===== src/hdl/gate_drive_consts.vh =====
// constants for the gate drive lockout and serial command logic
// assumes one 20 MHz clock and no register bus
//
// How it works
// - standby or fault forces gates low, locks high side
// - both enables high enable low side, leave standby
// - all high-side asserted, low sides off, turns every live high gate on
// - edge inputs; high side re-engaged after low toggle
// - tied or separate phase inputs give same result
// - reset release with enables low powers up
// - mask command upper nibble 0010 or 0011
// - mode command with lock bit blocks later changes
// - high input one is off, low input one is on
// - reply to a command comes in the next frame
`ifndef GATE_DRIVE_CONSTS_VH
`define GATE_DRIVE_CONSTS_VH

// ***************************************************
// timing
// ***************************************************
`define CLK_PERIOD_NS      50
`define MIN_LOW_PULSE_NS   100
`define MIN_LOW_PULSE_CYC  ((`MIN_LOW_PULSE_NS + `CLK_PERIOD_NS - 1) / `CLK_PERIOD_NS)
`define ENABLE_SETTLE_NS   280
`define ENABLE_SETTLE_CYC  ((`ENABLE_SETTLE_NS + `CLK_PERIOD_NS - 1) / `CLK_PERIOD_NS)

// ***************************************************
// serial commands (8-bit frames, msb first)
// ***************************************************
`define CMD_WIDTH          8
`define CMD_MASK_NIB_A     4'h2
`define CMD_MASK_NIB_B     4'h3
`define CMD_MODE_NIB       4'h4
`define CMD_DEAD_NIB       4'h8
`define CMD_QUERY_ZERO     8'h00
`define CMD_QUERY_ONE      8'h01
`define CMD_CLEAR_ZERO     8'h6c
`define CMD_CLEAR_ONE      8'h6d
`define MODE_LOCK_BIT      0
`define MASK_RESET         5'h00
`define MODE_RESET         3'h0
`define DEAD_RESET         4'h0

`endif


===== src/hdl/gate_drive_init_lockout.v =====
// gate pre-driver control: standby, lockout, re-init, serial setup
// assumes all pins asynchronous; single 20 MHz clock CLK
// assumes CE stays high except where the whole block must freeze
`timescale 1ns/1ps
`default_nettype none
`include "gate_drive_consts.vh"

module gate_drive_init_lockout (
	input  wire       CLK,
	input  wire       RST_N,
	input  wire       CE,
	input  wire [2:0] LOW_SIDE_IN,      // phase c,b,a low-side inputs
	input  wire [2:0] HIGH_SIDE_IN_N,   // phase c,b,a high-side inputs
	input  wire       ENABLE_PIN_FIRST,
	input  wire       ENABLE_PIN_SECOND,
	input  wire       FAULT_IN,         // fault shutdown request
	input  wire       SCLK,
	input  wire       CS_N,
	input  wire       MOSI,
	output wire       MISO,
	output reg  [2:0] HIGH_GATE_OUT,    // high-side gate on
	output reg  [2:0] LOW_GATE_OUT,     // low-side gate on
	output reg  [2:0] HIGH_SOURCE_TIE,  // gate tied to source, off
	output reg  [2:0] HIGH_LOCKED,      // per-phase lockout state
	output reg        STANDBY_STATE,
	output reg        IRQ_N,            // interrupt, low active
	output reg  [3:0] DEAD_TIME,
	output reg  [2:0] MODE_BITS,
	output reg        MODE_LOCKED
);
	// ***************************************************
	// state codes
	// ***************************************************
	localparam ST_STANDBY = 2'd0;   // outputs low, enables low
	localparam ST_SETTLE  = 2'd1;   // waiting out enable delay
	localparam ST_NORMAL  = 2'd2;   // drivers follow inputs
	// code three never occurs; it falls back to standby

	// per-phase high-side lockout codes
	localparam HS_LOCKED = 2'd0;   // no input control
	localparam HS_ARMED  = 2'd1;   // low side toggled, waiting edge
	localparam HS_LIVE   = 2'd2;   // re-engaged
	// code three is unused and is driven as live by the default branch

	// settle count is a small constant; cut to the counter's width on purpose
	localparam integer SETTLE_INT = `ENABLE_SETTLE_CYC;
	localparam [3:0]   SETTLE_CYC = SETTLE_INT[3:0];

	// ***************************************************
	// pin synchronisers
	// ***************************************************
	wire [2:0] ls_s;    // synchronised low-side levels
	wire [2:0] hs_s;    // synchronised high-side levels
	wire       en1_s;
	wire       en2_s;
	wire       flt_s;
	wire       sclk_s;
	wire       cs_s;
	wire       mosi_s;

	// every pin passes three flops; a change shows four edges later,
	// which the host must allow for in its pulse widths
	genvar g;
	generate
		for (g = 0; g < 3; g = g + 1) begin : g_ph_sync
			pin_sync #(.RESET_VAL(1'b0)) u_ls (
				.clk(CLK), .rst_n(RST_N), .ce(CE),
				.pin(LOW_SIDE_IN[g]), .level(ls_s[g]));
			pin_sync #(.RESET_VAL(1'b1)) u_hs (
				.clk(CLK), .rst_n(RST_N), .ce(CE),
				.pin(HIGH_SIDE_IN_N[g]), .level(hs_s[g]));
		end
	endgenerate

	// enables and fault share the same filter, so a glitch shorter
	// than one clock never reaches the state machine
	pin_sync #(.RESET_VAL(1'b0)) u_en1 (.clk(CLK), .rst_n(RST_N), .ce(CE),
		.pin(ENABLE_PIN_FIRST), .level(en1_s));
	pin_sync #(.RESET_VAL(1'b0)) u_en2 (.clk(CLK), .rst_n(RST_N), .ce(CE),
		.pin(ENABLE_PIN_SECOND), .level(en2_s));
	pin_sync #(.RESET_VAL(1'b0)) u_flt (.clk(CLK), .rst_n(RST_N), .ce(CE),
		.pin(FAULT_IN), .level(flt_s));
	// serial lines idle with clock low and select high
	pin_sync #(.RESET_VAL(1'b0)) u_sck (.clk(CLK), .rst_n(RST_N), .ce(CE),
		.pin(SCLK), .level(sclk_s));
	pin_sync #(.RESET_VAL(1'b1)) u_cs (.clk(CLK), .rst_n(RST_N), .ce(CE),
		.pin(CS_N), .level(cs_s));
	pin_sync #(.RESET_VAL(1'b0)) u_mosi (.clk(CLK), .rst_n(RST_N), .ce(CE),
		.pin(MOSI), .level(mosi_s));

	// ***************************************************
	// serial command port
	// ***************************************************
	wire       cmd_valid;   // one-cycle command pulse
	wire [7:0] cmd_word;    // decoded frame
	reg  [7:0] reply_next;  // reply chosen for this command
	reg  [4:0] mask_reg;    // interrupt source mask
	reg  [1:0] flags_reg;   // sticky status: fault, standby entry

	// the port sees only filtered levels, so each serial clock half
	// period must last at least two CLK cycles
	serial_cmd u_ser (
		.clk       (CLK),
		.rst_n     (RST_N),
		.ce        (CE),
		.sclk      (sclk_s),
		.cs_n      (cs_s),
		.mosi      (mosi_s),
		.reply_word(reply_next),
		.miso      (MISO),
		.cmd_valid (cmd_valid),
		.cmd_word  (cmd_word)
	);

	// reply content: status queries answer state, others echo
	// the reply shows state before the command's own effect lands
	always @* begin
		if (cmd_word == `CMD_QUERY_ZERO) begin
			reply_next = {4'h0, STANDBY_STATE, MODE_LOCKED, flags_reg};
		end else if (cmd_word == `CMD_QUERY_ONE) begin
			reply_next = {1'b0, HIGH_LOCKED != 3'b000, 1'b0, mask_reg};
		end else begin
			reply_next = cmd_word;
		end
	end

	// decode runs on the held word; only meaningful while cmd_valid pulses
	wire is_mask  = (cmd_word[7:4] == `CMD_MASK_NIB_A) ||
	                (cmd_word[7:4] == `CMD_MASK_NIB_B);
	wire is_mode  = (cmd_word[7:4] == `CMD_MODE_NIB);
	wire is_dead  = (cmd_word[7:4] == `CMD_DEAD_NIB);
	wire is_clr   = (cmd_word == `CMD_CLEAR_ZERO) || (cmd_word == `CMD_CLEAR_ONE);

	// ***************************************************
	// configuration and status flags
	// ***************************************************
	reg [1:0] st_reg;         // main state
	reg [1:0] st_next;
	reg       fault_d_reg;    // fault edge detect

	// flag bit one: fault rise; bit zero: enable drop out of settle or normal
	wire fault_rise   = flt_s & ~fault_d_reg;
	wire standby_state_enter   = (st_reg != ST_STANDBY) && (!en1_s || !en2_s);
	wire [1:0] evt    = {fault_rise, standby_state_enter};

	// set wins over a clear in the same cycle
	always @(posedge CLK or negedge RST_N) begin
		if (!RST_N) begin
			mask_reg    <= `MASK_RESET;
			MODE_BITS   <= `MODE_RESET;
			MODE_LOCKED <= 1'b0;
			DEAD_TIME   <= `DEAD_RESET;
			flags_reg   <= 2'b00;
			fault_d_reg <= 1'b0;
			IRQ_N       <= 1'b1;
		end else if (CE) begin
			fault_d_reg <= flt_s;
			if (cmd_valid && is_mask) begin
				mask_reg <= cmd_word[4:0];
			end
			// locked mode rejects further changes
			if (cmd_valid && is_mode && !MODE_LOCKED) begin
				MODE_BITS   <= cmd_word[3:1];
				MODE_LOCKED <= cmd_word[`MODE_LOCK_BIT];
			end
			if (cmd_valid && is_dead) begin
				DEAD_TIME <= cmd_word[3:0];
			end
			if (cmd_valid && is_clr) begin
				flags_reg <= evt;
			end else begin
				flags_reg <= flags_reg | evt;
			end
			// irq trails the flags by a cycle; only two mask bits gate it
			IRQ_N <= ~|(flags_reg & ~mask_reg[1:0]);
		end
	end

	// ***************************************************
	// standby / normal state machine
	// ***************************************************
	reg [3:0] settle_reg;   // enable settling count

	always @* begin
		st_next = st_reg;
		// a fault or an enable drop wins over the settle count
		case (st_reg)
			ST_STANDBY: begin
				if (en1_s && en2_s && !flt_s) begin
					st_next = ST_SETTLE;
				end
			end
			ST_SETTLE: begin
				if (!en1_s || !en2_s || flt_s) begin
					st_next = ST_STANDBY;
				end else if (settle_reg == SETTLE_CYC) begin
					st_next = ST_NORMAL;
				end
			end
			ST_NORMAL: begin
				if (!en1_s || !en2_s || flt_s) begin
					st_next = ST_STANDBY;
				end
			end
			default: begin
				st_next = ST_STANDBY;
			end
		endcase
	end

	// state register and settle counter
	// standby output follows the registered state, so it moves on the
	// same edge as the gate forcing in the phase logic below
	always @(posedge CLK or negedge RST_N) begin
		if (!RST_N) begin
			st_reg        <= ST_STANDBY;
			settle_reg    <= 4'h0;
			STANDBY_STATE <= 1'b1;
		end else if (CE) begin
			st_reg        <= st_next;
			STANDBY_STATE <= (st_reg != ST_NORMAL);   // with gate forcing
			// counter restarts whenever settle is left, so a bounced
			// enable waits the full delay again
			if (st_reg == ST_SETTLE) begin
				settle_reg <= settle_reg + 4'h1;
			end else begin
				settle_reg <= 4'h0;
			end
		end
	end

	// ***************************************************
	// per-phase lockout and gate drive
	// ***************************************************
	// edge detectors reset to idle pin levels, so no false edge follows reset
	reg [2:0] ls_d_reg;   // previous low-side levels
	reg [2:0] hs_d_reg;   // previous high-side levels
	reg [1:0] hs_st_reg [0:2];

	// drivers act only in normal mode; settle keeps them forced off
	wire normal = (st_reg == ST_NORMAL);

	// tied inputs rise and fall together: the low-side rise arms in the
	// same cycle, and the matching high-side fall is judged afterwards
	generate
		for (g = 0; g < 3; g = g + 1) begin : g_phase
			wire ls_rise = ls_s[g] & ~ls_d_reg[g];
			wire ls_fall = ~ls_s[g] & ls_d_reg[g];
			wire hs_fall = ~hs_s[g] & hs_d_reg[g];
			always @(posedge CLK or negedge RST_N) begin
				if (!RST_N) begin
					ls_d_reg[g]        <= 1'b0;
					hs_d_reg[g]        <= 1'b1;
					hs_st_reg[g]       <= HS_LOCKED;
					HIGH_GATE_OUT[g]   <= 1'b0;
					LOW_GATE_OUT[g]    <= 1'b0;
					HIGH_SOURCE_TIE[g] <= 1'b0;
					HIGH_LOCKED[g]     <= 1'b1;
				end else if (CE) begin
					ls_d_reg[g] <= ls_s[g];
					hs_d_reg[g] <= hs_s[g];
					// leaving normal drops every phase back to locked
					if (!normal) begin   // force low and lock
						hs_st_reg[g]       <= HS_LOCKED;
						HIGH_GATE_OUT[g]   <= 1'b0;
						LOW_GATE_OUT[g]    <= 1'b0;
						HIGH_SOURCE_TIE[g] <= 1'b0;
						HIGH_LOCKED[g]     <= 1'b1;
					end else begin
						// low side follows level; one is on
						// a live high side that is on blocks its low side
						LOW_GATE_OUT[g] <= ls_s[g] & (hs_st_reg[g] != HS_LIVE | hs_s[g]);
						case (hs_st_reg[g])
							HS_LOCKED: begin
								// only this phase's own low rise arms
								if (ls_rise) begin
									hs_st_reg[g] <= HS_ARMED;
								end
								HIGH_GATE_OUT[g] <= 1'b0;
							end
							HS_ARMED: begin
								// high edge after low toggle re-engages
								if (hs_fall || (ls_fall && !hs_s[g])) begin
									hs_st_reg[g]   <= HS_LIVE;
									HIGH_LOCKED[g] <= 1'b0;
								end
								HIGH_GATE_OUT[g] <= 1'b0;
							end
							default: begin
								// zero means on, one means off
								HIGH_GATE_OUT[g]   <= ~hs_s[g] & ~ls_s[g];
								// off gate held to source
								HIGH_SOURCE_TIE[g] <= hs_s[g];
							end
						endcase
					end
				end
			end
		end
	endgenerate
endmodule

`default_nettype wire


===== src/hdl/pin_sync.v =====
// three-flop synchroniser with agreement filter for one pin
// assumes the pin is asynchronous to CLK
`timescale 1ns/1ps
`default_nettype none

module pin_sync #(
	parameter RESET_VAL = 1'b0   // level shown after reset
) (
	input  wire clk,
	input  wire rst_n,
	input  wire ce,
	input  wire pin,
	output reg  level
);
	// ***************************************************
	// sync chain
	// ***************************************************
	reg s1_reg;   // metastable stage, read only by s2
	reg s2_reg;   // second stage
	reg s3_reg;   // third stage

	// change counts only once stages two and three agree
	always @(posedge clk or negedge rst_n) begin
		if (!rst_n) begin
			s1_reg <= RESET_VAL;
			s2_reg <= RESET_VAL;
			s3_reg <= RESET_VAL;
			level  <= RESET_VAL;
		end else if (ce) begin
			s1_reg <= pin;
			s2_reg <= s1_reg;
			s3_reg <= s2_reg;
			if (s2_reg == s3_reg) begin   // agreed
				level <= s3_reg;
			end
		end
	end
endmodule

`default_nettype wire


===== src/hdl/serial_cmd.v =====
// serial command port: 8-bit frames, reply shifted out in next frame
// assumes sclk and cs_n are already synchronised levels from pin_sync
`timescale 1ns/1ps
`default_nettype none
`include "gate_drive_consts.vh"

module serial_cmd (
	input  wire       clk,
	input  wire       rst_n,
	input  wire       ce,
	input  wire       sclk,        // synchronised serial clock
	input  wire       cs_n,        // synchronised frame select, low active
	input  wire       mosi,        // synchronised data in
	input  wire [7:0] reply_word,  // reply for the command just taken
	output reg        miso,        // data out, from flop
	output reg        cmd_valid,   // one-cycle pulse at frame end
	output reg  [7:0] cmd_word     // last full command
);
	// ***************************************************
	// frame state
	// ***************************************************
	reg       sclk_d_reg;   // previous serial clock
	reg       cs_d_reg;     // previous frame select
	reg [7:0] rx_reg;       // incoming shift
	reg [7:0] tx_reg;       // outgoing shift
	reg [7:0] pend_reg;     // reply held for the next frame
	reg [3:0] cnt_reg;      // bits in this frame

	wire rise  = sclk & ~sclk_d_reg;
	wire fall  = ~sclk & sclk_d_reg;
	wire start = ~cs_n & cs_d_reg;
	wire stop  = cs_n & ~cs_d_reg;

	// shift in on rise, out on fall; reply loads at frame start
	always @(posedge clk or negedge rst_n) begin
		if (!rst_n) begin
			sclk_d_reg <= 1'b0;
			cs_d_reg   <= 1'b1;
			rx_reg     <= 8'h00;
			tx_reg     <= 8'h00;
			pend_reg   <= 8'h00;
			cnt_reg    <= 4'h0;
			miso       <= 1'b0;
			cmd_valid  <= 1'b0;
			cmd_word   <= 8'h00;
		end else if (ce) begin
			sclk_d_reg <= sclk;
			cs_d_reg   <= cs_n;
			cmd_valid  <= 1'b0;
			if (start) begin   // previous reply goes out now
				tx_reg  <= {pend_reg[6:0], 1'b0};
				miso    <= pend_reg[7];
				cnt_reg <= 4'h0;
			end else if (stop) begin
				// short frames are dropped, not half-decoded
				if (cnt_reg == 4'h8) begin
					cmd_valid <= 1'b1;
					cmd_word  <= rx_reg;
				end
			end else if (!cs_n) begin
				if (rise) begin
					rx_reg <= {rx_reg[6:0], mosi};
					if (cnt_reg != 4'hf) begin
						cnt_reg <= cnt_reg + 4'h1;
					end
				end else if (fall) begin
					miso   <= tx_reg[7];
					tx_reg <= {tx_reg[6:0], 1'b0};
				end
			end
			// reply is captured the cycle after the command decodes
			if (cmd_valid) begin
				pend_reg <= reply_word;   // held for next frame
			end
		end
	end
endmodule

`default_nettype wire


===== config.mk =====
export PLATFORM = sky130hd
export DESIGN_NAME = gate_drive_init_lockout
export DESIGN_NICKNAME = d
export VERILOG_FILES = /design/src/hdl/gate_drive_init_lockout.v /design/src/hdl/pin_sync.v /design/src/hdl/serial_cmd.v
export VERILOG_INCLUDE_DIRS = /design/src /design/src/hdl
export SDC_FILE = /design/constraint.sdc
export NUM_CORES = 1
export LEC_CHECK = 0
export BUFFER_PORTS_ARGS = -buffer_cell sky130_fd_sc_hd__buf_2
export CAP_MARGIN = 20
export CORE_ASPECT_RATIO = 2
export CORE_UTILIZATION = 65
export DETAILED_ROUTE_END_ITERATION = 8
export PLACE_DENSITY = 0.94
export REMOVE_ABC_BUFFERS = 1
export SYNTH_ARGS = -nofsm -noshare
export SYNTH_HDL_FRONTEND = slang
export SYNTH_SLANG_ARGS = --single-unit

===== constraint.sdc =====
create_clock -name CLK -period 4.7 [get_ports CLK]
set_clock_uncertainty 0.15 [all_clocks]
set_input_delay 0.235 -clock CLK [delete_from_list [all_inputs] [get_ports CLK]]
set_output_delay 0.235 -clock CLK [all_outputs]
set_load 0.02 [all_outputs]

* After elaboration in Yosys (flattened, before gate mapping)
Index checks and enable logic that the tools add are counted.
** Storage, ports and cells
- Register bits :: 136
- Bits in latches :: 0
- RAM bits :: 0
- Memory bits (read-only) :: 0
- Output and inout bits :: 23
- Word-level logic and storage cells :: 320
- Memories kept :: 0
** Cells by class
- $add $sub $neg :: 2
- Multipliers :: 0
- Div/mod/pow operators :: 0
- Magnitude comparators :: 0
- Eq/ne operators :: 55
- Shift-type cells :: 0
- Multiplexer cells :: 63
- Bitwise operators :: 42
- Reductions and logical operators :: 70
** Operators with widths (number)
- two-way mux 8 bit :: 7
- AND reduction 2 bit :: 19
- two-way mux 1 bit :: 32
- two-way mux 2 bit :: 14
- two-way mux 4 bit :: 6
- inequality test 3 bit, second input constant :: 7
- AND 1 bit :: 20
- AND reduction 4 bit :: 5
- inequality test 2 x 1 -> 1 bit, second input constant :: 9
- inequality test 2 bit, second input constant :: 9
- equality test 8 x 7 -> 1 bit, second input constant :: 2
- NOT 1 bit :: 16
- AND reduction 5 bit :: 3
- equality test 1 bit :: 12
- one-hot mux 2 bit (2 select lines) :: 3
- logical AND 1 bit :: 11
- inequality test 3 x 1 -> 1 bit, second input constant :: 3
- AND reduction 3 bit :: 3
- adder 4 x 1 -> 4 bit, second input constant :: 2
- equality test 2 x 1 -> 1 bit, second input constant :: 4
- equality test 4 x 2 -> 1 bit, second input constant :: 2
- equality test 4 x 3 -> 1 bit, second input constant :: 2
- equality test 4 bit, second input constant :: 2
- equality test 8 x 1 -> 1 bit, second input constant :: 1
- 14 further kinds :: 38

* Logic depth before layout (Yosys ltp)
Gate-level depths: netlist (run 1).
- Depth after elaboration :: 7
- Mapped depth :: 7

* By module
A second synthesis (run 1) with hierarchy kept.
** Second synthesis, totals
- Cell total of the unflattened synthesis :: 456
- Area total of the unflattened synthesis :: 5980.7 um^2
** By module, submodules not included
- gate_drive_init_lockout :: instances 1, cells an instance 208, area an instance 2299.7 um^2, sequential area each 1211.2 um^2
- serial_cmd :: instances 1, cells an instance 128, area an instance 1784.2 um^2, sequential area each 977.2 um^2
- pin_sync at g_ph_sync[0].u_ls ... :: instances 8, cells an instance 10, area an instance 156.4 um^2, sequential area each 100.1 um^2
- pin_sync at g_ph_sync[0].u_hs ... :: instances 4, cells an instance 10, area an instance 161.4 um^2, sequential area each 105.1 um^2

* Least setup slack after synthesis (run 1)
OpenSTA, ideal clock, no wires.
- Path kind :: flip-flop to flip-flop
- From :: register u_cs.level
- To :: register u_ser.cmd_word[1]
- Library setup time :: 125 ps
- Arrival time :: 1904 ps
- Slack :: 2522 ps
- Cell stages (with the launch flop) :: 6
- Buffers on the path :: 1
- Period minus slack after synthesis :: 2178 ps
- Path through :: dfstp_2 -> inv_1 -> ha_1 -> buf_2 -> nor4_4 -> mux2_2
** Between the ends
- Longest elaborated chain between the ends :: 4
** Ends and longest elaborated chain
- start: declaration :: line pin_sync.v:13 : output reg level
- start signal: assignment :: line pin_sync.v:34 : level <= s3_reg;
- NOT 1 bit (no source line)
- AND 1 bit :: line serial_cmd.v:31 : wire start = ~cs_n & cs_d_reg;
- NOT 1 bit (no source line)
- AND reduction 4 bit (no source line) *
- end signal: assignment :: line serial_cmd.v:58 : cmd_word <= rx_reg;
- end: declaration :: line serial_cmd.v:17 : output reg [7:0] cmd_word
Every way passes the cells marked *; elsewhere a longest branch is shown, timed or not.
A chain may end at the register's enable or synchronous reset.

* Worst setup path after layout (run 1)
- From :: input port CE
- To :: register hs_st_reg[4] in the netlist's numbering
** Between the ends
- Longest elaborated chain between the ends :: 1
** Ends and longest elaborated chain
- start: declaration :: line gate_drive_init_lockout.v:11 : input wire CE,
- AND reduction 4 bit (no source line)
- end signal: indexed assignment :: line gate_drive_init_lockout.v:254 : hs_st_reg[g] <= HS_LOCKED;
- end signal: indexed assignment :: line gate_drive_init_lockout.v:264 : hs_st_reg[g] <= HS_LOCKED;
- end signal: indexed assignment :: line gate_drive_init_lockout.v:277 : hs_st_reg[g] <= HS_ARMED;
- end: declaration :: line gate_drive_init_lockout.v:238 : reg [1:0] hs_st_reg [0:2];
Every way passes these cells.

==> reports/results.txt, run 1 <==
status - completed
commonest cells in the synthesized netlist - 110 x sky130_fd_sc_hd__dfrtp_1, 57 x sky130_fd_sc_hd__o21ai_0, 53 x sky130_fd_sc_hd__mux2_2, 47 x sky130_fd_sc_hd__nand2_1, 28 x sky130_fd_sc_hd__inv_1
number of register bits inferred by synthesis - 135
Total Die Area - 9286 µm²
DRC errors left - 0
category of the critical setup timing path - in2reg
vias in the first global route - 4,578
number of placed instances with taps included - 611
sequential cell area in the final layout - 3410 µm²
leak pwr - 3.100 nW
share of synthesized cell area in and, or, nand and nor gates - 0.1071
Critical Path Start Type - input port
highest achievable clock rate - 384.5 MHz
WP data required - 4830 ps
Reg clk slew, reported paths - 60 ps
post-detailed-route wirelength per cell - 21.17 µm
post-synthesis cell area - 5773 µm²
Pwr per Cell Area - 489.5 nW/µm²
antenna violations before repair - 0
Async S/R FF share, synth - 1.000
average footprint of a synthesized cell - 11.81 µm²
area added between synthesis and finish - 17.75%
mux share of post-synthesis cell area - 0.1303
Endpoint, Worst Hold - STANDBY_STATE
final sum of negative setup slack - 0 ps
number of cells traversed by the worst register-to-register path - 4
Design Power - 3.327 mW
largest family of logic cells by synthesized area - multiplexers
number of vias per cell after detailed routing - 6.454
Layout Nets - 565
setup repair after global routing missed its margin - no
endpoint of the worst register-to-register path - u_ser.cmd_word[6]
startpoint of the most critical register-to-register path - u_cs.level
pin count of the biggest net entering global routing - 72
number of slew-limit violations in the final report - 0
count of H-tree levels built during CTS - 4
proportion of layout cells with a drive suffix above 1 - 0.2896
hold path depth - 3
number of fillers in the final layout - 475
Diodes inserted - 0
number of DRC markers in iteration 0 - 292
Chip Width - 68.64 µm
startpoint of the tightest hold check path - CE
half-perimeter wire length after placement - 8174 µm
IR Drop Worst-Case VDD - 0.3690 mV
Core Box Area - 8648 µm²
Die Ht - 135.3 µm
global-route wire length before repair - 22,630 µm
kind of path behind the tightest hold check - in2reg
final core utilization - 0.7860
setup slack on the worst flop-to-flop path - 2190 ps
portion of the clock cycle consumed by the worst path in the final layout - 0.5534
most instantiated flip-flop cell in the synthesis netlist - sky130_fd_sc_hd__dfrtp_1
count of max-cap constraint violations - 0
largest cells by area after synthesis - sky130_fd_sc_hd__dfrtp_1 48%, sky130_fd_sc_hd__dfstp_2 11%, sky130_fd_sc_hd__mux2_2 10%
cell count after synthesis - 489
length of the first detailed-routing pass in iterations - 5
insertion delay of the later-clocked pin in the worst-skew pair - 420 ps
total setup violations reported at the end of the flow - 0
detailed-route wire length - 13,890 µm
Yosys warning total - 0
cell chosen for the clock root - sky130_fd_sc_hd__clkbuf_16
Num CTS Buffers - 17
buffers added on ports - 37
number of synthesized flops with an enable pin - 0
GP Congestion - 0.8697
row count - 48
Distinct cells, synth - 48
global-route total usage across every layer - 0.3418
CTS Sinks - 135
count of non-filler cells in the finished layout - 656
arrival time of data at the critical path endpoint - 2730 ps
area fraction of the dominant cell type after synthesis - 0.4768
kind of end point of the critical path - flip-flop
combined area of the multi-input logic cells - 2187 µm²
initial core utilization - 0.6675
count of antenna-violating nets left after detailed routing - 0
final count of hold timing violations - 0
maximum buffer depth of the clock tree - 2
top cell type by total area after synthesis - sky130_fd_sc_hd__dfrtp_1
minimum clock period - 2601 ps
count leader, synth - sky130_fd_sc_hd__dfrtp_1
total global routing overflow - 0
number of top-level pins - 38
fraction of the mapped netlist area in compound gates - 0.1248
fraction of the mapped netlist area in adder cells - 0.01517
critical path fanouts, max - 35
share of the yosys chip area belonging to registers - 0.5906
number of gates resized after cts - 0
xor/xnor cell area share of the yosys netlist - 0.001517
clock tree from TritonCTS - built
Max-slew headroom - 0.3630
Least-Margin Pin Slew - 954.5 ps
number of vias in the routed layout - 4,234
worst slack on hold paths - 195.8 ps
[stage by stage]
stage | instance area [µm²] | worst slack (ps)
after detailed placement | 6037 | 1982
after CTS | 6798 | 2188
after floorplan | 5702 | 2512
final | 6798 | 2099
after global routing | 6798 | 1943
after global placement | 6037 | 2146
[final cells by class]
cell class | count | area share
clock inverters | 13 | 0.02614
well taps | 100 | 0.01841
inverters | 28 | 0.01546
clock buffers | 19 | 0.06663
repair buffers | 53 | 0.05006
flip-flops and latches | 135 | 0.5016
multi-input cells | 308 | 0.3217
[report_power, final]
part / internal, mW / switching (mW)
Clock: 0.911 / 0.493
Sequential: 1.35 / 0.175
Combinational: 0.175 / 0.224
Total: 2.43 / 0.893
[layer usage]
layer,track usage,vias up,share of wire
met3,0.08502,58,0.048
met1,0.3740,2147,0.34
met5,0,-,0
met2,0.5888,200,0.57
li1,-,1829,-
met4,0.1701,0,0.041
[worst max-delay path by stage]
stage | from | cells after the start | endpoint | slack [ps]
2_1_floorplan | u_ser.cs_d_reg | 5 | u_ser.cnt_reg[3] | 2510
3_3_place_gp | CE | 5 | hs_st_reg[4] | 2150
3_5_place_dp | CE | 5 | hs_st_reg[4] | 1980
4_1_cts | u_cs.level | 4 | u_ser.cmd_word[6] | 2190
5_1_grt | CE | 5 | hs_st_reg[4] | 1940
6_report | CE | 5 | hs_st_reg[4] | 2100
[critical path, cell delays in order]
cell and delay [ps]:
sky130_fd_sc_hd__buf_2 490, sky130_fd_sc_hd__inv_1 620, sky130_fd_sc_hd__nor2_1 800, sky130_fd_sc_hd__nand2_1 230, sky130_fd_sc_hd__o41ai_1 350
[cells in the final DEF (no fill, tap or decap), drive strengths merged, types with 9 or more instances in the layout]
master       count
dfrtp          110
o21ai           62
mux2            57
nand2           47
buf             40
inv             28
dfstp           25
a21oi           20
nor2            19
clkbuf          19
dlygate4sd3     13
mux2i           11
nor2b            9
[kinds of logic (layout without fill, tap and decap cells)]
kind of cell,count (synthesis),count (layout)
flip-flops,135,135
AO/OA/AOI/OAI,119,119
adder cells (fa/ha/maj),7,7
XOR/XNOR,1,1
AND/OR/NAND/NOR,113,113
buffers and inverters,46,113
multiplexers,68,68
[what timing repair did]
item | in CTS | in global routing
hold buffers | 13 | 0
setup endpoints to repair | 0 | 0
endpoints found under the hold margin | 64 | 0
setup buffers | 0 | 0
Power figures use the tool's default switching activity.
==> run 2, diff against run 1 <==
--- a/config.mk
+++ b/config.mk
@@ -9,9 +9,9 @@
 export BUFFER_PORTS_ARGS = -buffer_cell sky130_fd_sc_hd__buf_2
 export CAP_MARGIN = 20
 export CORE_ASPECT_RATIO = 2
-export CORE_UTILIZATION = 65
+export CORE_UTILIZATION = 60
 export DETAILED_ROUTE_END_ITERATION = 8
-export PLACE_DENSITY = 0.94
+export PLACE_DENSITY = 0.88
 export REMOVE_ABC_BUFFERS = 1
 export SYNTH_ARGS = -nofsm -noshare
 export SYNTH_HDL_FRONTEND = slang
==> constraint.sdc (replaced) <==
create_clock -name CLK -period 2.4 [get_ports CLK]
set_clock_uncertainty 0.15 [all_clocks]
set_input_delay 0.12 -clock CLK [delete_from_list [all_inputs] [get_ports CLK]]
set_output_delay 0.12 -clock CLK [all_outputs]
set_load 0.02 [all_outputs]
==> reports/results.txt, run 2 (synthesis gave the netlist of run 1 again) <==
arrival time of data at the critical path endpoint - 2240 ps
category of the critical setup timing path - in2reg
GP Congestion - 0.9061
Least-Margin Pin Slew - 719.2 ps
initial core utilization - 0.6193
Num CTS Buffers - 17
Slowest-stage cell, CP - sky130_fd_sc_hd__nor4b_2
global-route total usage across every layer - 0.2778
Max-slew headroom - 0.5193
leak pwr - 3.145 nW
maximum buffer depth of the clock tree - 2
kind of end point of the critical path - flip-flop
cell chosen for the clock root - sky130_fd_sc_hd__clkbuf_16
commonest non-fill, non-tap cells in the layout - 110 x sky130_fd_sc_hd__dfrtp_1, 57 x sky130_fd_sc_hd__o21ai_0, 53 x sky130_fd_sc_hd__mux2_2
number of slew-limit violations in the final report - 0
number of top-level pins - 38
vias in the first global route - 4,410
WP data required - 2540 ps
count of antenna-violating nets left after detailed routing - 0
number of DRC markers in iteration 0 - 332
total global routing overflow - 0
half-perimeter wire length after placement - 7938 µm
length of the first detailed-routing pass in iterations - 4
final core utilization - 0.7354
highest achievable clock rate - 476.1 MHz
detailed-route wire length - 12,350 µm
pin count of the biggest net entering global routing - 85
number of vias per cell after detailed routing - 6.031
CTS Sinks - 135
final count of hold timing violations - 0
portion of the clock cycle consumed by the worst path in the final layout - 0.8752
crit-path max cell delay - 660 ps
leading cell type in the layout, fill and taps excluded - sky130_fd_sc_hd__dfrtp_1
global-route wire length before repair - 21,110 µm
Critical Path Start Type - input port
Chip Width - 71.36 µm
Reg clk slew, reported paths - 60 ps
row count - 50
minimum clock period - 2100 ps
proportion of layout cells with a drive suffix above 1 - 0.2870
insertion delay of the later-clocked pin in the worst-skew pair - 410 ps
area added between synthesis and finish - 18.75%
number of gates resized after cts - 0
number of vias in the routed layout - 4,053
Die Ht - 140.7 µm
IR Drop Worst-Case VDD - 0.6347 mV
clock tree from TritonCTS - built
DRC errors left - 0
total setup violations reported at the end of the flow - 0
list of cells traversed by the critical path - dlygate4sd3_1 > buf_2 > nand2_1 > nor4b_2 > mux2_2
final sum of negative setup slack - 0 ps
kind of path behind the tightest hold check - in2async
status - completed
count of max-cap constraint violations - 0
post-detailed-route wirelength per cell - 18.38 µm
buffers added on ports - 37
critical path fanouts, max - 14
setup repair after global routing missed its margin - no
Pwr per Cell Area - 910.0 nW/µm²
Layout Nets - 577
count of H-tree levels built during CTS - 4
Core Box Area - 9321 µm²
Diodes inserted - 0
Total Die Area - 10,040 µm²
antenna violations before repair - 0
[run 2: report_power, final]
part	switching, mW	internal [mW]
registers	0.302	2.64
clock network	0.880	1.64
logic	0.411	0.362
[run 2: timing repair]
item | CTS | global route
hold buffers | 15 | 0
hold endpoints to repair | 127 | 0
setup buffers | 0 | 0
[run 2: area by class of cell]
| cell class | instances | area, µm² |
|---|---|---|
| Fill cell | 536 | 2466 |
| Inverter | 28 | 105.1 |
| Multi-Input combinational cell | 308 | 2187 |
| Timing Repair Buffer | 65 | 447.9 |
| Clock buffer | 29 | 510.5 |
| Sequential cell | 135 | 3410 |
| Tap cell | 104 | 130.1 |
| Clock inverter | 3 | 65.06 |
[run 2: per-stage QoR]
step | hold slack [ps] | cell area (µm²) | cells | setup slack [ps] | total power, mW
after floorplan | -325.6 | 5702 | 471 | 212.4 | 3.391
after global placement | -140.7 | 6130 | 625 | 436.6 | 3.624
after detailed placement | -144.2 | 6130 | 625 | 331.1 | 3.708
after CTS | 103.6 | 6855 | 672 | 312.1 | 6.271
after global routing | 119.8 | 6855 | 672 | 167.9 | 6.517
final | 105.0 | 6855 | 672 | 299.6 | 6.238
[run 2: path summary, 6_finish.rpt]
path	slack [ps]	endpoint	depth (start not counted)	start
min in group CLK	310	flags_reg[1]	1	fault_d_reg
worst min register to register	310	flags_reg[1]	1	fault_d_reg
max in group asynchronous	950	u_ser.rx_reg[0]	3	RST_N
worst max register to register	340	u_ser.cnt_reg[3]	5	u_ser.cs_d_reg
worst min-delay path	100	u_cs.level	2	RST_N
worst max-delay path	300	mask_reg[2]	5	CE
[run 2: routing by layer]
layer,track usage,routed length [µm]
met5,0,0
met4,0.1474,361
met3,0.06362,407
met2,0.4927,7035
met1,0.3015,4549
[run 2: critical path: cells and delay by family]
kind,cells,cell delay (ps)
buffers and inverters,2,810
and+or+nand+nor,2,890
muxes,1,420
==> run 3, diff against run 2 <==
--- a/config.mk
+++ b/config.mk
@@ -15,4 +15,5 @@
 export REMOVE_ABC_BUFFERS = 1
 export SYNTH_ARGS = -nofsm -noshare
 export SYNTH_HDL_FRONTEND = slang
+export SYNTH_HIERARCHICAL = 1
 export SYNTH_SLANG_ARGS = --single-unit
==> reports/results.txt, run 3 <==
status - completed
leak pwr - 3.333 nW
fraction of the mapped netlist area in compound gates - 0.1188
largest family of logic cells by synthesized area - multiplexers
Pwr per Cell Area - 962.1 nW/µm²
most instantiated flip-flop cell in the synthesis netlist - sky130_fd_sc_hd__dfrtp_1
commonest non-fill, non-tap cells in the layout - 110 x sky130_fd_sc_hd__dfrtp_1, 92 x sky130_fd_sc_hd__mux2_2, 35 x sky130_fd_sc_hd__buf_2
highest achievable clock rate - 444.1 MHz
total setup violations reported at the end of the flow - 0
cell chosen for the clock root - sky130_fd_sc_hd__clkbuf_16
count of non-filler cells in the finished layout - 663
length of the first detailed-routing pass in iterations - 5
commonest cells in the synthesized netlist - 110 x sky130_fd_sc_hd__dfrtp_1, 92 x sky130_fd_sc_hd__mux2_2, 26 x sky130_fd_sc_hd__inv_1, 25 x sky130_fd_sc_hd__dfstp_2, 21 x sky130_fd_sc_hd__nand2b_1
clock tree from TritonCTS - built
count of antenna-violating nets left after detailed routing - 0
largest cells by area after synthesis - sky130_fd_sc_hd__dfrtp_1 46%, sky130_fd_sc_hd__mux2_2 17%, sky130_fd_sc_hd__dfstp_2 11%
proportion of layout cells with a drive suffix above 1 - 0.3785
share of synthesized cell area in and, or, nand and nor gates - 0.09100
fraction of the mapped netlist area in adder cells - 0.01464
minimum clock period - 2252 ps
Total Die Area - 10,400 µm²
number of slew-limit violations in the final report - 0
Post-DP Area - 6340 µm²
vias in the first global route - 4,431
final sum of negative setup slack - 0 ps
kind of end point of the critical path - flip-flop
number of register bits inferred by synthesis - 135
arrival time of data at the critical path endpoint - 2400 ps
number of placed instances with taps included - 619
mux share of post-synthesis cell area - 0.1766
Core Box Area - 9699 µm²
WP data required - 2550 ps
portion of the clock cycle consumed by the worst path in the final layout - 0.9383
Die Ht - 143.2 µm
Reg clk slew, reported paths - 60 ps
count of H-tree levels built during CTS - 4
number of synthesized flops with an enable pin - 0
number of DRC markers in iteration 0 - 215
top cell type by total area after synthesis - sky130_fd_sc_hd__dfrtp_1
area fraction of the dominant cell type after synthesis - 0.4603
cell count after synthesis - 456
CTS Sinks - 135
Chip Width - 72.60 µm
global-route wire length before repair - 21,350 µm
pin count of the biggest net entering global routing - 70
post-synthesis cell area - 5981 µm²
category of the critical setup timing path - reg2reg
IR Drop Worst-Case VDD - 0.6800 mV
Least-Margin Pin Slew - 618.1 ps
maximum buffer depth of the clock tree - 2
Critical Path Start Type - flip-flop
Max-slew headroom - 0.5879
Yosys warning total - 6
detailed-route wire length - 13,040 µm
number of vias per cell after detailed routing - 6.130
number of top-level pins - 38
half-perimeter wire length after placement - 8119 µm
area added between synthesis and finish - 18.33%
Layout Nets - 541
Distinct cells, synth - 58
initial core utilization - 0.6166
kind of path behind the tightest hold check - in2reg
number of vias in the routed layout - 4,064
global-route total usage across every layer - 0.2801
antenna violations before repair - 0
xor/xnor cell area share of the yosys netlist - 0
leading cell type in the layout, fill and taps excluded - sky130_fd_sc_hd__dfrtp_1
buffers added on ports - 37
post-detailed-route wirelength per cell - 19.66 µm
DRC errors left - 0
count leader, synth - sky130_fd_sc_hd__dfrtp_1
total global routing overflow - 0
insertion delay of the later-clocked pin in the worst-skew pair - 420 ps
share of the yosys chip area belonging to registers - 0.5701
average footprint of a synthesized cell - 13.12 µm²
final count of hold timing violations - 0
GP Congestion - 0.8505
row count - 51
post-route cell area - 7077 µm²
Diodes inserted - 0
setup repair after global routing missed its margin - no
count of max-cap constraint violations - 0
Async S/R FF share, synth - 1.000
Num CTS Buffers - 17
critical path fanouts, max - 7
[run 3: changes by cell type in the layout (fill, tap and decap cells not counted), sizes merged, moves of 5 or more]
cell,delta
nand2b,+15
nor2,-11
clkbuf,-7
nor4,-5
o21ai,-48
a22o,+9
a21o,+14
mux2i,-9
mux2,+35
a21oi,-18
nand2,-38
[run 3: critical path, stage by stage (launching register included)]
cell and delay, ps:
sky130_fd_sc_hd__dfrtp_1 450, sky130_fd_sc_hd__or4_4 600, sky130_fd_sc_hd__or2_0 330, sky130_fd_sc_hd__o32a_1 340
sky130_fd_sc_hd__mux2_2 260
[run 3: layout make-up]
| cell class | instances | area, µm² |
|---|---|---|
| Fill cell | 623 | 2623 |
| Inverter | 26 | 97.59 |
| Multi-Input combinational cell | 279 | 2399 |
| Tap cell | 132 | 165.2 |
| Clock inverter | 9 | 122.6 |
| Sequential cell | 135 | 3410 |
| Clock buffer | 22 | 484.2 |
| Timing Repair Buffer | 60 | 399.1 |
[run 3: final timing paths]
path	startpoint	cells after the start	endpoint	slack, ps
worst max-delay path	u_ser/cmd_word[1]	4	u_ser/pend_reg[2]	150
worst min-delay path	CE	2	HIGH_GATE_OUT[0]	10
worst max register to register	u_ser/cmd_word[1]	4	u_ser/pend_reg[2]	150
worst min register to register	fault_d_reg	1	flags_reg[1]	310
max in group asynchronous	RST_N	3	g_ph_sync[2].u_hs/level	1220
min in group asynchronous	RST_N	2	u_sck/s3_reg	120
[run 3: kinds of logic after synthesis]
kind of cell,count (synthesis)
buffers and inverters,42
DFF,135
muxes,94
AOI/OAI and AO/OA,93
adders and majority gates,7
and+or+nand+nor,85
[run 3: timing repair]
item                      in CTS  in global routing
hold buffers                  13                  0
hold endpoints to repair      77                  0
buffers inserted               0                  0
gates resized for setup        0                  0
[run 3: metal layers]
| layer | vias to the layer above | routed length (µm) | GRT usage |
|---|---|---|---|
| met3 | 76 | 518 | 0.07833 |
| li1 | 1793 | - | - |
| met1 | 2043 | 4591 | 0.2936 |
| met5 | - | 0 | 0 |
| met4 | 0 | 832 | 0.2105 |
| met2 | 152 | 7092 | 0.4663 |
[run 3: stage by stage]
stage                     power [mW]  hold WS (ps)  utilization  worst slack, ps
after floorplan                3.739        -325.6            -            309.2
after global placement         4.014        0.3769       0.6536            263.4
after detailed placement       4.123         6.605       0.6536            200.9
after CTS                      6.827         5.935       0.7296            159.4
after global routing           7.106         18.25       0.7296            73.59
final                          6.809         11.73       0.7296            148.2
[run 3: where the power goes]
group          internal [mW]  switching (mW)  leakage, nW
sequential              2.70           0.369         1.67
combinational          0.583           0.516         1.36
clock                   1.73           0.912        0.302
